==> config.mk <==
export PLATFORM = sky130hd
export DESIGN_NAME = tmr2_timer
export DESIGN_NICKNAME = d
export VERILOG_FILES = /design/src/design/tmr2_pkg.sv /design/src/design/tmr2_timer.sv
export SDC_FILE = /design/constraint.sdc
export NUM_CORES = 1
export LEC_CHECK = 0
export BUFFER_PORTS_ARGS = -buffer_cell sky130_fd_sc_hd__buf_2
export CORE_MARGIN = 2
export CORE_UTILIZATION = 56
export CTS_BUF_LIST = sky130_fd_sc_hd__clkbuf_8
export DETAILED_ROUTE_END_ITERATION = 10
export GPL_TIMING_DRIVEN = 0
export PLACE_DENSITY = 0.86
export SLEW_MARGIN = 20
export SYNTH_ARGS = -nofsm -noshare
export SYNTH_HDL_FRONTEND = slang
export SYNTH_SLANG_ARGS = --single-unit
export TNS_END_PERCENT = 5
==> constraint.sdc <==
create_clock -name clock -period 2.05 [get_ports clock]
set_input_delay 0.1025 -clock clock [delete_from_list [all_inputs] [get_ports clock]]
set_output_delay 0.1025 -clock clock [all_outputs]
set_load 0.05 [all_outputs]
==> src/design/tmr2_pkg.sv <==
package tmr2_pkg;
  // Register offsets on the plain register port
  localparam logic [7:0] ADDR_CTRL = 8'hc8;
  localparam logic [7:0] ADDR_MODE = 8'hc9;
  localparam logic [7:0] ADDR_CNT_LO = 8'hcc;
  localparam logic [7:0] ADDR_CNT_HI = 8'hcd;
  localparam logic [7:0] ADDR_CAP_LO = 8'hca;
  localparam logic [7:0] ADDR_CAP_HI = 8'hcb;
  localparam logic [7:0] CTRL_RESET = 8'h00;
  localparam logic [7:0] MODE_RESET = 8'h00;
  localparam logic [15:0] COUNT_TOP = 16'hffff;
  localparam logic [7:0] BYTE_TOP = 8'hff;
  // Prescaler for the internal count rate
  localparam int PRESCALE_DIV = 12;
  localparam logic [3:0] PRESCALE_LAST = 4'(PRESCALE_DIV - 1);
  localparam logic [3:0] PRESCALE_ZERO = 4'h0;

  // Control register field layout, bit 7 down to bit 0
  typedef struct packed {
    logic overflowFlag;
    logic externalFlag;
    logic receiveClockSelect;
    logic transmitClockSelect;
    logic externalEnable;
    logic runBit;
    logic countSourceSelect;
    logic captureReloadSelect;
  } tmr2_ctrl_s;

  // Register port request
  typedef struct packed {
    logic [7:0] addr;
    logic [7:0] wdata;
    logic wr;
    logic rd;
  } tmr2_bus_s;

  // Whole block state
  typedef struct packed {
    tmr2_ctrl_s ctrl;
    logic upDownEnable;
    logic [7:0] countLow;
    logic [7:0] countHigh;
    logic [7:0] capLow;
    logic [7:0] capHigh;
    logic [3:0] prescale;
    logic [1:0] countPinSync;
    logic countPinLast;
    logic [1:0] trigPinSync;
    logic trigPinLast;
    logic [7:0] rdata;
  } tmr2_state_s;
endpackage : tmr2_pkg

==> src/design/tmr2_timer.sv <==
// Implementation choice: the strobed register port.
`timescale 1ns/1ns
// Functional notes
// - Sixteen-bit count in low and high bytes, low carry bumps high.
// - Source select: clear counts clock over twelve, set counts count pin.
// - Counter mode advances on each sampled falling edge of count pin.
// - Low byte advances only while run bit set; clearing stops timer.
// - Either serial clock select forces auto-reload, capture select ignored.
// - Reload mode reloads on overflow, and on trigger fall if enabled.
// - Capture mode with external enable captures on trigger fall.
// - External enable gates trigger events, only when not clocking serial port.
// - Up/down enable in reload mode uses trigger level for direction.
// - Up overflow at all-ones sets flag, requests interrupt, loads reload pair in reload mode, zero in capture mode.
// - Down underflow at reload value sets flag and loads all-ones.
// - Up/down mode toggles external flag per wrap, never interrupting.
// - Overflow flag set only with both serial selects clear; software clears.
// - Trigger capture or reload sets external flag; software clears it.
// - Receive select routes this overflow or timer one overflow to receive.
// - Transmit select routes this overflow or timer one overflow to transmit.
module tmr2_timer
  import tmr2_pkg::*;
(
  input wire logic clock,
  input wire logic rst,
  input wire logic [7:0] busAddr,
  input wire logic [7:0] busWdata,
  input wire logic busWr,
  input wire logic busRd,
  output logic [7:0] busRdata,
  input wire logic externalCountPin,
  input wire logic externalTriggerPin,
  input wire logic timerOneOverflow,
  output logic receiveClockTick,
  output logic transmitClockTick,
  output logic timerIrq
);

  tmr2_state_s stateReg;
  tmr2_state_s stateNext;
  tmr2_bus_s bus;
  logic countTick;
  logic trigFall;
  logic serialClocking;
  logic reloadMode;
  logic upDownMode;
  logic countDown;
  logic wrapEvent;
  logic [15:0] count;
  logic [15:0] capture;
  logic [15:0] countNext;

  // Byte select helper used by writes
  function automatic logic hit(input logic [7:0] a, input logic [7:0] off);
    return a == off;
  endfunction : hit

  assign bus = '{addr: busAddr, wdata: busWdata, wr: busWr, rd: busRd};
  assign count = {stateReg.countHigh, stateReg.countLow};
  assign capture = {stateReg.capHigh, stateReg.capLow};
  assign serialClocking = stateReg.ctrl.receiveClockSelect | stateReg.ctrl.transmitClockSelect;
  assign reloadMode = serialClocking | ~stateReg.ctrl.captureReloadSelect;
  assign upDownMode = reloadMode & stateReg.upDownEnable;
  assign countDown = upDownMode & ~stateReg.trigPinSync[1];
  assign trigFall = stateReg.trigPinLast & ~stateReg.trigPinSync[1];

  // Count enable from prescaler or pin edge
  always_comb begin
    if (stateReg.ctrl.countSourceSelect) begin
      countTick = stateReg.countPinLast & ~stateReg.countPinSync[1];
    end else begin
      countTick = stateReg.prescale == PRESCALE_LAST;
    end
    countTick = countTick & stateReg.ctrl.runBit;
  end

  // Wrap detection and next count
  always_comb begin
    wrapEvent = 1'b0;
    countNext = count;
    if (countTick) begin
      if (countDown) begin
        if (count == capture) begin
          wrapEvent = 1'b1;
          countNext = COUNT_TOP;
        end else begin
          countNext = count - 16'h0001;
        end
      end else if (count == COUNT_TOP) begin
        wrapEvent = 1'b1;
        countNext = reloadMode ? capture : 16'h0000;
      end else begin
        countNext = count + 16'h0001;
      end
    end
  end

  assign receiveClockTick = stateReg.ctrl.receiveClockSelect ? wrapEvent : timerOneOverflow;
  assign transmitClockTick = stateReg.ctrl.transmitClockSelect ? wrapEvent : timerOneOverflow;
  // external flag silent in up/down mode
  assign timerIrq = stateReg.ctrl.overflowFlag | (stateReg.ctrl.externalFlag & ~upDownMode);
  assign busRdata = stateReg.rdata;

  // Next state
  always_comb begin
    stateNext = stateReg;
    stateNext.countPinSync = {stateReg.countPinSync[0], externalCountPin};
    stateNext.countPinLast = stateReg.countPinSync[1];
    stateNext.trigPinSync = {stateReg.trigPinSync[0], externalTriggerPin};
    stateNext.trigPinLast = stateReg.trigPinSync[1];
    if (stateReg.prescale == PRESCALE_LAST) begin
      stateNext.prescale = PRESCALE_ZERO;
    end else begin
      stateNext.prescale = stateReg.prescale + 4'h1;
    end
    // Software writes first, hardware events override flags
    if (bus.wr) begin
      if (hit(bus.addr, ADDR_CTRL)) begin
        stateNext.ctrl = tmr2_ctrl_s'(bus.wdata);
      end
      if (hit(bus.addr, ADDR_MODE)) begin
        stateNext.upDownEnable = bus.wdata[0];
      end
      // software writes to capture bytes
      if (hit(bus.addr, ADDR_CAP_LO)) begin
        stateNext.capLow = bus.wdata;
      end
      if (hit(bus.addr, ADDR_CAP_HI)) begin
        stateNext.capHigh = bus.wdata;
      end
    end
    {stateNext.countHigh, stateNext.countLow} = countNext;
    if (bus.wr && hit(bus.addr, ADDR_CNT_LO)) begin
      stateNext.countLow = bus.wdata;
    end
    if (bus.wr && hit(bus.addr, ADDR_CNT_HI)) begin
      stateNext.countHigh = bus.wdata;
    end
    // overflow flag only when not serial clocking
    if (wrapEvent && !serialClocking) begin
      stateNext.ctrl.overflowFlag = 1'b1;
    end
    if (wrapEvent && upDownMode) begin
      stateNext.ctrl.externalFlag = ~stateReg.ctrl.externalFlag;
    end
    if (trigFall && stateReg.ctrl.externalEnable && !serialClocking) begin
      stateNext.ctrl.externalFlag = 1'b1;
      if (reloadMode) begin
        {stateNext.countHigh, stateNext.countLow} = capture;
      end else begin
        stateNext.capHigh = stateReg.countHigh;
        stateNext.capLow = stateReg.countLow;
      end
    end
    // Read data valid one cycle after strobe
    stateNext.rdata = 8'h00;
    if (bus.rd) begin
      unique case (bus.addr)
        ADDR_CTRL: stateNext.rdata = stateReg.ctrl;
        ADDR_MODE: stateNext.rdata = {7'h00, stateReg.upDownEnable};
        ADDR_CNT_LO: stateNext.rdata = stateReg.countLow;
        ADDR_CNT_HI: stateNext.rdata = stateReg.countHigh;
        ADDR_CAP_LO: stateNext.rdata = stateReg.capLow;
        ADDR_CAP_HI: stateNext.rdata = stateReg.capHigh;
        default: stateNext.rdata = 8'h00;
      endcase
    end
  end

  // State register
  always_ff @(posedge clock or posedge rst) begin
    if (rst) begin
      stateReg <= '0;
    end else begin
      stateReg <= stateNext;
    end
  end
endmodule : tmr2_timer

-- Word level (Yosys, flattened, before mapping)
Index checks and enable logic that the tools add are counted.
- bits of input ports: 23
- register bits after elaboration: 59
- word-level logic and storage cells: 89
- multiplexer cells: 29
- reductions and logical operators: 15
- $add $sub $neg: 3
- bitwise logic cells: 14
- equal/unequal tests: 9
- operator list (kind ; number):
    $mux 16 ; 8
    $eq 8x8->1 const B ; 6
    $mux 8 ; 6
    $pmux 8 s6 ; 1
    $mux 32 ; 1
    $add 16x1->16 const B ; 1
    $eq 16x16->1 ; 1
    $eq 16x16->1 const B ; 1
    $sub 16x1->16 const B ; 1
    $mux 1 ; 11
    $mux 9 ; 1
    $reduce_and 2->1 ; 4
    $and 1x1->1 ; 6
    $logic_and 1x1->1 ; 6
    $reduce_bool 3->1 ; 2
    $not 1->1 ; 5
    $add 4x1->4 const B ; 1
    $eq 4x4->1 const B ; 1
    $mux 4 ; 1
    $reduce_bool 2->1 ; 2
    $or 1x1->1 ; 3
    $logic_not 1->1 ; 1

-- Longest topological paths before layout
Gate-level depths: netlist of the first run.
- depth in word-level cells: 9
- depth in mapped cells: 9
- depth with buffers taken out: 7

-- Least setup slack after synthesis of the first run
No wires, ideal clock.
- path type: register to register
- start: register stateReg (netlist bit count[7])
- end: register stateReg (netlist bit count[14])
- cell stages (with the launch flop): 8
- library setup time: 0.124 ns
- data required time: 1.926 ns
- period minus slack after synthesis: 2.207 ns
- path slack: -0.157 ns
- arrival time: 2.083 ns
- cells stage by stage: dfrtp_1 -> buf_6 -> or4_4 -> or3_4 -> nor4_2 -> mux2i_1 -> a211oi_1 -> a211o_1
- RTL lines (item ; line ; source):
    start, declared ; tmr2_timer.sv:38 ; tmr2_state_s stateReg;
    start signal, assigned ; tmr2_timer.sv:174 ; stateReg <= stateNext;

-- Final worst setup path of the first run
- start: register stateReg (netlist bit count[3])
- end: output port receiveClockTick
- word-level cells in the longest chain between the ends: 5
- elaborated cells between the ends (all ways): 7
- classes of those cells: 2 x eq/ne; 5 x mux
- RTL lines (item ; line ; source):
    $eq 16x16->1, on equally long branches ; tmr2_timer.sv:88, tmr2_timer.sv:82 ;
    $mux 1, on equally long branches ; tmr2_timer.sv:88, tmr2_timer.sv:82 ;
    $mux 1 (*) ; tmr2_timer.sv:81 ; if (countDown) begin
    $mux 1 (*) ; tmr2_timer.sv:80 ; if (countTick) begin
    $mux 1 (*) ; tmr2_timer.sv:97 ; assign receiveClockTick = stateReg.ctrl.receiveClockSelect ? wrapEvent : timerOneOverflow;
    end, declared ; tmr2_timer.sv:33 ; output logic receiveClockTick,
Mark *: on every way between the ends. The rest lies on a longest branch, timed or not.

==> flow_metrics.tcl, run 1 <==
set metrics [dict create \
    cp_slowest_cell "dfrtp_1" \
    power.leakage_nw 2.13 \
    reg2reg_slack_ns -0.33 \
    ys_async_sr_fraction_pct 100 \
    antennaDiodeCount 0 \
    tritoncts "yes" \
    cp_top_family "simple AND/OR/NAND/NOR gates" \
    grt_max_degree 60 \
    final_common_cell "dfrtp_1" \
    vias_per_cell 6.93 \
    die_h_um 90.2 \
    reg2regPathDepth 8 \
    gp_congestion 1.02 \
    path_cells "xor2_1, nor4_2, nand4_1, nand2b_4, a21oi_4, mux2_4, buf_8" \
    clock_skew_ns 0.0130 \
    antenna_found_initial 0 \
    maxCapViolCount 0 \
    drtIter0Drc 754 \
    pre_cts_ws_ns -0.640 \
    arrival_ns 2.34 \
    end_kind "primary output" \
    synth_edf_count 0 \
    grt_pass1_wl_mm 22.9 \
    final_cell_mix "dfrtp_1 (56), nor2_1 (42), nand2_1 (40)" \
    ios 34 \
    rr_endpoint "count[8]$_DFF_PP0_" \
    first_pass_iters 7 \
    required_ns 1.95 \
    p_per_area_nw_per_um2 823 \
    ant_nets 0 \
    hold_depth 2 \
    fmax_mhz 410 \
    dp_cells 607 \
    cts_max_level 3 \
    grt_setup_unrepaired "true" \
    dp_hpwl_mm 9.86 \
    slew_headroom_pct 43.4 \
    grt_pass1_vias 4281 \
    start_util_pct 57.7 \
    violations "setup timing" \
    final_cells 644 \
    io_buffers 31 \
    overflow 0 \
    cp_num_buf_inv 1 \
    reg2reg_from "count[3]$_DFF_PP0_" \
    clock_tree.root_cell "clkbuf_8" \
    synth_cell_type_count 64 \
    die-width_um 90.2 \
    hold_path_startpoint "busRd" \
    syn_inst 477 \
    status "finished with violations" \
    critical_path.startpoint_type "flip-flop" \
    slowest_delay_ns 0.49 \
    mappedNetlistArea_um2 4160 \
    synth_area_per_cell_um2 8.73 \
    cts.path.max_buffers 2 \
    vias 4464 \
    min_path_type "input port to flip-flop" \
    grt_usage_pct 36.4 \
    cp_num_cells 7 \
    drive_gt1_share_pct 27.5 \
    core.rowCount 31 \
    finalCriticalPeriod_ns 2.44 \
    drc 0 \
    max_slew.worst_pin.slew_ns 0.843 \
    ys_warn_count 0 \
    layout_setup_ws_ns -0.392 \
    seq_area_frac_synth_pct 35.5 \
    numCtsBuffers 9 \
    coreArea_um2 7210 \
    critical_path_class "flip-flop to primary output" \
    min_period_over_period_pct 119 \
    syn2layout_area_growth_pct 21.9 \
    holdPathEnd "busRdata[0]$_DFF_PP0_" \
    slew_violations 0 \
    die_area_um2 8140 \
    fin_util_pct 70.3 \
    ir_worst_vdd_v 0.000556 \
    clk_latency_ns 0.35 \
    syn_nets 503 \
    cts.sink_count 59 \
    setup_viol_count_final 19 \
    ys_ff_latch 59 \
    nets 566 \
    wl_per_cell_um 23.2 \
    synthFlopType "dfrtp_1" \
    hold_violations 0 \
    wl_mm 14.9 \
    cp_max_fo 5 \
    path_clk_slew_ns 0.07 \
]
power by group:
group / internal, mW / switching [mW] / leakage, nW / total [mW]
combinational: 0.710 / 0.990 / 1.36 / 1.70
clock: 0.446 / 0.542 / 0.0900 / 0.989
sequential: 1.31 / 0.178 / 0.689 / 1.49
flip-flops by register name, summed over array words and instances, names as in the netlist:
signal / cells
stateReg: 15
busRdata: 8
count: 16
stateNext: 4
capture: 16
logic make-up (layout without fill, tap and decap cells):
logic type	after synthesis	in the layout	synth area share (%)
simple gates	164	164	21.1
compound gates	134	134	22.3
flops	59	59	35.5
buf+inv	57	125	6.49
xor+xnor	32	32	6.73
mux	28	28	7.00
fa+ha+maj	3	3	0.902
worst reg2reg max path: stages (launching register included):
cell and delay, ns:
dfrtp_1 0.53, nand4_1 0.20, or4_4 0.52, buf_6 0.16
a21oi_4 0.28, buf_6 0.18, a211oi_1 0.08, a211o_1 0.23
a21oi_1 0.15
per-layer routing:
metal / routed length [um] / up-vias / GRT usage (%) / share of wire [%]
met5: 0 / - / 0 / 0
met4: 1050 / 0 / 20.0 / 7.0
met3: 1870 / 104 / 7.38 / 13
met2: 6550 / 390 / 55.0 / 44
met1: 5460 / 2082 / 49.0 / 37
li1: - / 1888 / - / -
worst max-delay path by stage:
stage | from | end | slack, ns
2_1_floorplan | count[7]$_DFF_PP0_ | count[14]$_DFF_PP0_ | -0.14
3_3_place_gp | count[9]$_DFF_PP0_ | count[7]$_DFF_PP0_ | -0.72
3_5_place_dp | count[9]$_DFF_PP0_ | count[8]$_DFF_PP0_ | -0.64
4_1_cts | count[0]$_DFF_PP0_ | receiveClockTick | -0.29
5_1_grt | count[9]$_DFF_PP0_ | transmitClockTick | -0.39
6_report | count[3]$_DFF_PP0_ | receiveClockTick | -0.39
cell usage after synthesis (3+ instances only):
master / number / area (um2)
a221o_1: 7 / 70.1
o21ai_1: 3 / 15.0
o211ai_1: 3 / 22.5
dfrtp_1: 59 / 1480
nand2_1: 44 / 165
a221oi_1: 4 / 35.0
inv_1: 11 / 41.3
xor2_1: 20 / 175
a21oi_1: 28 / 140
xnor2_1: 12 / 105
and3_1: 8 / 50.1
or2_2: 4 / 25.0
ha_1: 3 / 37.5
a211o_1: 5 / 43.8
buf_4: 10 / 75.1
a22oi_1: 17 / 128
nand4_1: 11 / 68.8
or3_1: 5 / 31.3
a211oi_1: 11 / 82.6
o31ai_1: 3 / 22.5
o21a_1: 3 / 22.5
a31oi_1: 13 / 81.3
nor3_1: 3 / 15.0
nor4_2: 3 / 37.5
and4_1: 4 / 35.0
mux2_2: 9 / 101
a32oi_1: 3 / 26.3
buf_2: 9 / 45.0
clkbuf_1: 25 / 93.8
nor2_1: 43 / 161
o21ai_0: 17 / 85.1
mux2i_1: 19 / 190
nor4_1: 10 / 62.6
nand3_1: 11 / 55.1
final cells by class:
| cell class | count | area, um2 |
|---|---|---|
| repair buffers | 53 | 352 |
| clock buffers | 9 | 124 |
| well taps | 99 | 124 |
| inverters | 11 | 43.8 |
| multi-input cells | 361 | 2580 |
| clock inverters | 7 | 52.6 |
| flip-flops and latches | 59 | 1480 |
| fillers | 580 | 2140 |
| plain buffers | 45 | 319 |
repair_timing:
| action | CTS | global route |
|---|---|---|
| endpoints found under the setup margin | 20 | 34 |
| endpoints found under the hold margin | 61 | 0 |
| hold buffers | 3 | 0 |
| cloned | 1 | 0 |
| gates resized for setup | 57 | 29 |
| pin swaps | 13 | 14 |
| setup buffers | 8 | 10 |
through the flow:
| step | total power [mW] | TNS [ns] | area [um2] | hold slack, ns |
|---|---|---|---|---|
| detailed placement | 2.84 | -12.29 | 4460 | 0.212 |
| finish | 4.17 | -5.13 | 5070 | 0.0186 |
| CTS | 3.96 | -4.32 | 4920 | 0.0189 |
| global route | 4.32 | -5.94 | 5070 | 0.0231 |
| floorplan | 2.45 | -0.495 | 4180 | 0.134 |
| global placement | 2.80 | -22.00 | 4460 | 0.212 |
(Power assumes the default switching activity.)
==> run 2: changes to the inputs <==
CORE_UTILIZATION = 63   (was 56)
PLACE_DENSITY = 0.91   (was 0.86)
clock period = 2.74 ns   (was 2.05 ns; I/O delays follow)
==> flow_metrics.tcl, run 2 (synthesized netlist as in run 1, its figures left out) <==
set metrics [dict create \
    cp_max_fo 10 \
    nFillCells 466 \
    antenna_found_initial 0 \
    clock_tree.root_cell "clkbuf_8" \
    min_path_type "input port to flip-flop" \
    reg2reg_slack_ns 0.03 \
    path_cells "buf_2, xor2_1, nor4_1, nand4_1, nand2b_1, a21oi_4, mux2_2, buf_2" \
    hold_depth 2 \
    core.rowCount 29 \
    drc 0 \
    drtIter0Drc 770 \
    wl_per_cell_um 23.8 \
    grt_use_met1_pct 52.9 \
    cp_slowest_cell "dfrtp_1" \
    crit_top_cell "buf_2" \
    drive_gt1_share_pct 19.5 \
    violations "setup timing" \
    overflow 0 \
    slew_headroom_pct 46.4 \
    maxCapViolCount 0 \
    reg2reg_from "count[9]$_DFF_PP0_" \
    critical_path.startpoint_type "flip-flop" \
    reg2regPathDepth 10 \
    final_common_cell "dfrtp_1" \
    ios 34 \
    cts.sink_count 59 \
    io_buffers 31 \
    cts_max_level 3 \
    setup_viol_count_final 2 \
    vias_per_cell 7.28 \
    fin_total_pwr_mw 3.15 \
    vias 4398 \
    numCtsBuffers 9 \
    die_h_um 85.3 \
    hold_violations 0 \
    arrival_ns 2.65 \
    clock_skew_ns 0.0102 \
    ir_worst_vdd_v 0.000556 \
    coreArea_um2 6390 \
    first_pass_iters 6 \
    cp_num_buf_inv 2 \
    start_util_pct 65.2 \
    wl_mm 14.4 \
    path_clk_slew_ns 0.07 \
    cts.path.max_buffers 2 \
    critical_path_class "flip-flop to primary output" \
    grt_usage_pct 40.6 \
    slew_violations 0 \
    final_cell_mix "dfrtp_1 (59), nor2_1 (43), nand2_1 (43)" \
    grt_setup_unrepaired "true" \
    hold_path_startpoint "busRd" \
    ant_nets 0 \
    grt_max_degree 60 \
    die_area_um2 7270 \
    fmax_mhz 359 \
    holdPathEnd "busRdata[0]$_DFF_PP0_" \
    use_met2_pct 58.9 \
    p_per_area_nw_per_um2 663 \
    tns_ns -0.0526 \
    gp_congestion 1.04 \
    power.leakage_nw 1.99 \
    dp_hpwl_mm 9.83 \
    cp_top_family "simple AND/OR/NAND/NOR gates" \
    max_slew.worst_pin.slew_ns 0.802 \
    grt-busiest-layer "met2" \
    grt_pass1_wl_mm 22.4 \
    die-width_um 85.3 \
    syn2layout_area_growth_pct 14.1 \
    slowest_delay_ns 0.38 \
    layout_setup_ws_ns -0.0452 \
    grt_pass1_vias 4224 \
    end_kind "primary output" \
    use_met3_pct 11.4 \
    rr_endpoint "count[7]$_DFF_PP0_" \
    clk_latency_ns 0.36 \
    finalCriticalPeriod_ns 2.79 \
    antennaDiodeCount 0 \
    tritoncts "yes" \
    nets 549 \
    required_ns 2.60 \
    min_period_over_period_pct 102 \
    status "finished with violations" \
]
## run 2: final cells by class
cell class	count	area, um2	share of cell area (%)
Multi-Input combinational cell	361	2470	52.0
Buffer	46	239	5.03
Sequential cell	59	1480	31.1
Clock buffer	9	124	2.61
Timing Repair Buffer	35	195	4.11
Tap cell	77	96.3	2.03
Inverter	11	43.8	0.922
Clock inverter	6	106	2.24
## run 2: repair_timing
action / CTS / global route
hold buffers: 3 / 0
hold endpoints to repair: 61 / 0
gates resized for setup: 8 / 13
pin swaps: 1 / 3
buffers inserted: 1 / 0
endpoints found under the setup margin: 2 / 14
## run 2: layer usage
metal  share of wire [%]  up-vias
li1                    -     1861
met1                  37     2016
met2                  42      408
met3                  14      113
met4                 7.0        0
met5                   0        -
## run 2: power breakdown
part	internal, mW	switching (mW)
Sequential	0.978	0.109
Clock	0.594	0.378
Combinational	0.403	0.686
## run 2: worst max-delay path by stage
| stage | cells past startpoint | startpoint | slack (ns) | endpoint |
|---|---|---|---|---|
| 2_1_floorplan | 7 | count[7]$_DFF_PP0_ | 0.53 | count[14]$_DFF_PP0_ |
| 3_3_place_gp | 9 | count[1]$_DFF_PP0_ | 0.04 | count[7]$_DFF_PP0_ |
| 3_5_place_dp | 7 | count[14]$_DFF_PP0_ | -0.01 | receiveClockTick |
| 4_1_cts | 8 | count[9]$_DFF_PP0_ | 0.007 | receiveClockTick |
| 5_1_grt | 7 | count[0]$_DFF_PP0_ | -0.03 | receiveClockTick |
| 6_report | 8 | count[9]$_DFF_PP0_ | -0.05 | receiveClockTick |
## run 2: per-stage QoR
step / hold slack [ns] / cell area [um2] / setup slack (ns) / util [%] / cells
after floorplan: 0.168 / 4160 / 0.533 / - / 477
final: 0.0517 / 4750 / -0.0452 / 74.4 / 604
after CTS: 0.0576 / 4730 / 0.00706 / 74.0 / 604
after global routing: 0.0654 / 4750 / -0.0265 / 74.4 / 604
after global placement: 0.246 / 4410 / 0.0382 / 69.1 / 585
after detailed placement: 0.246 / 4420 / -0.0124 / 69.3 / 585
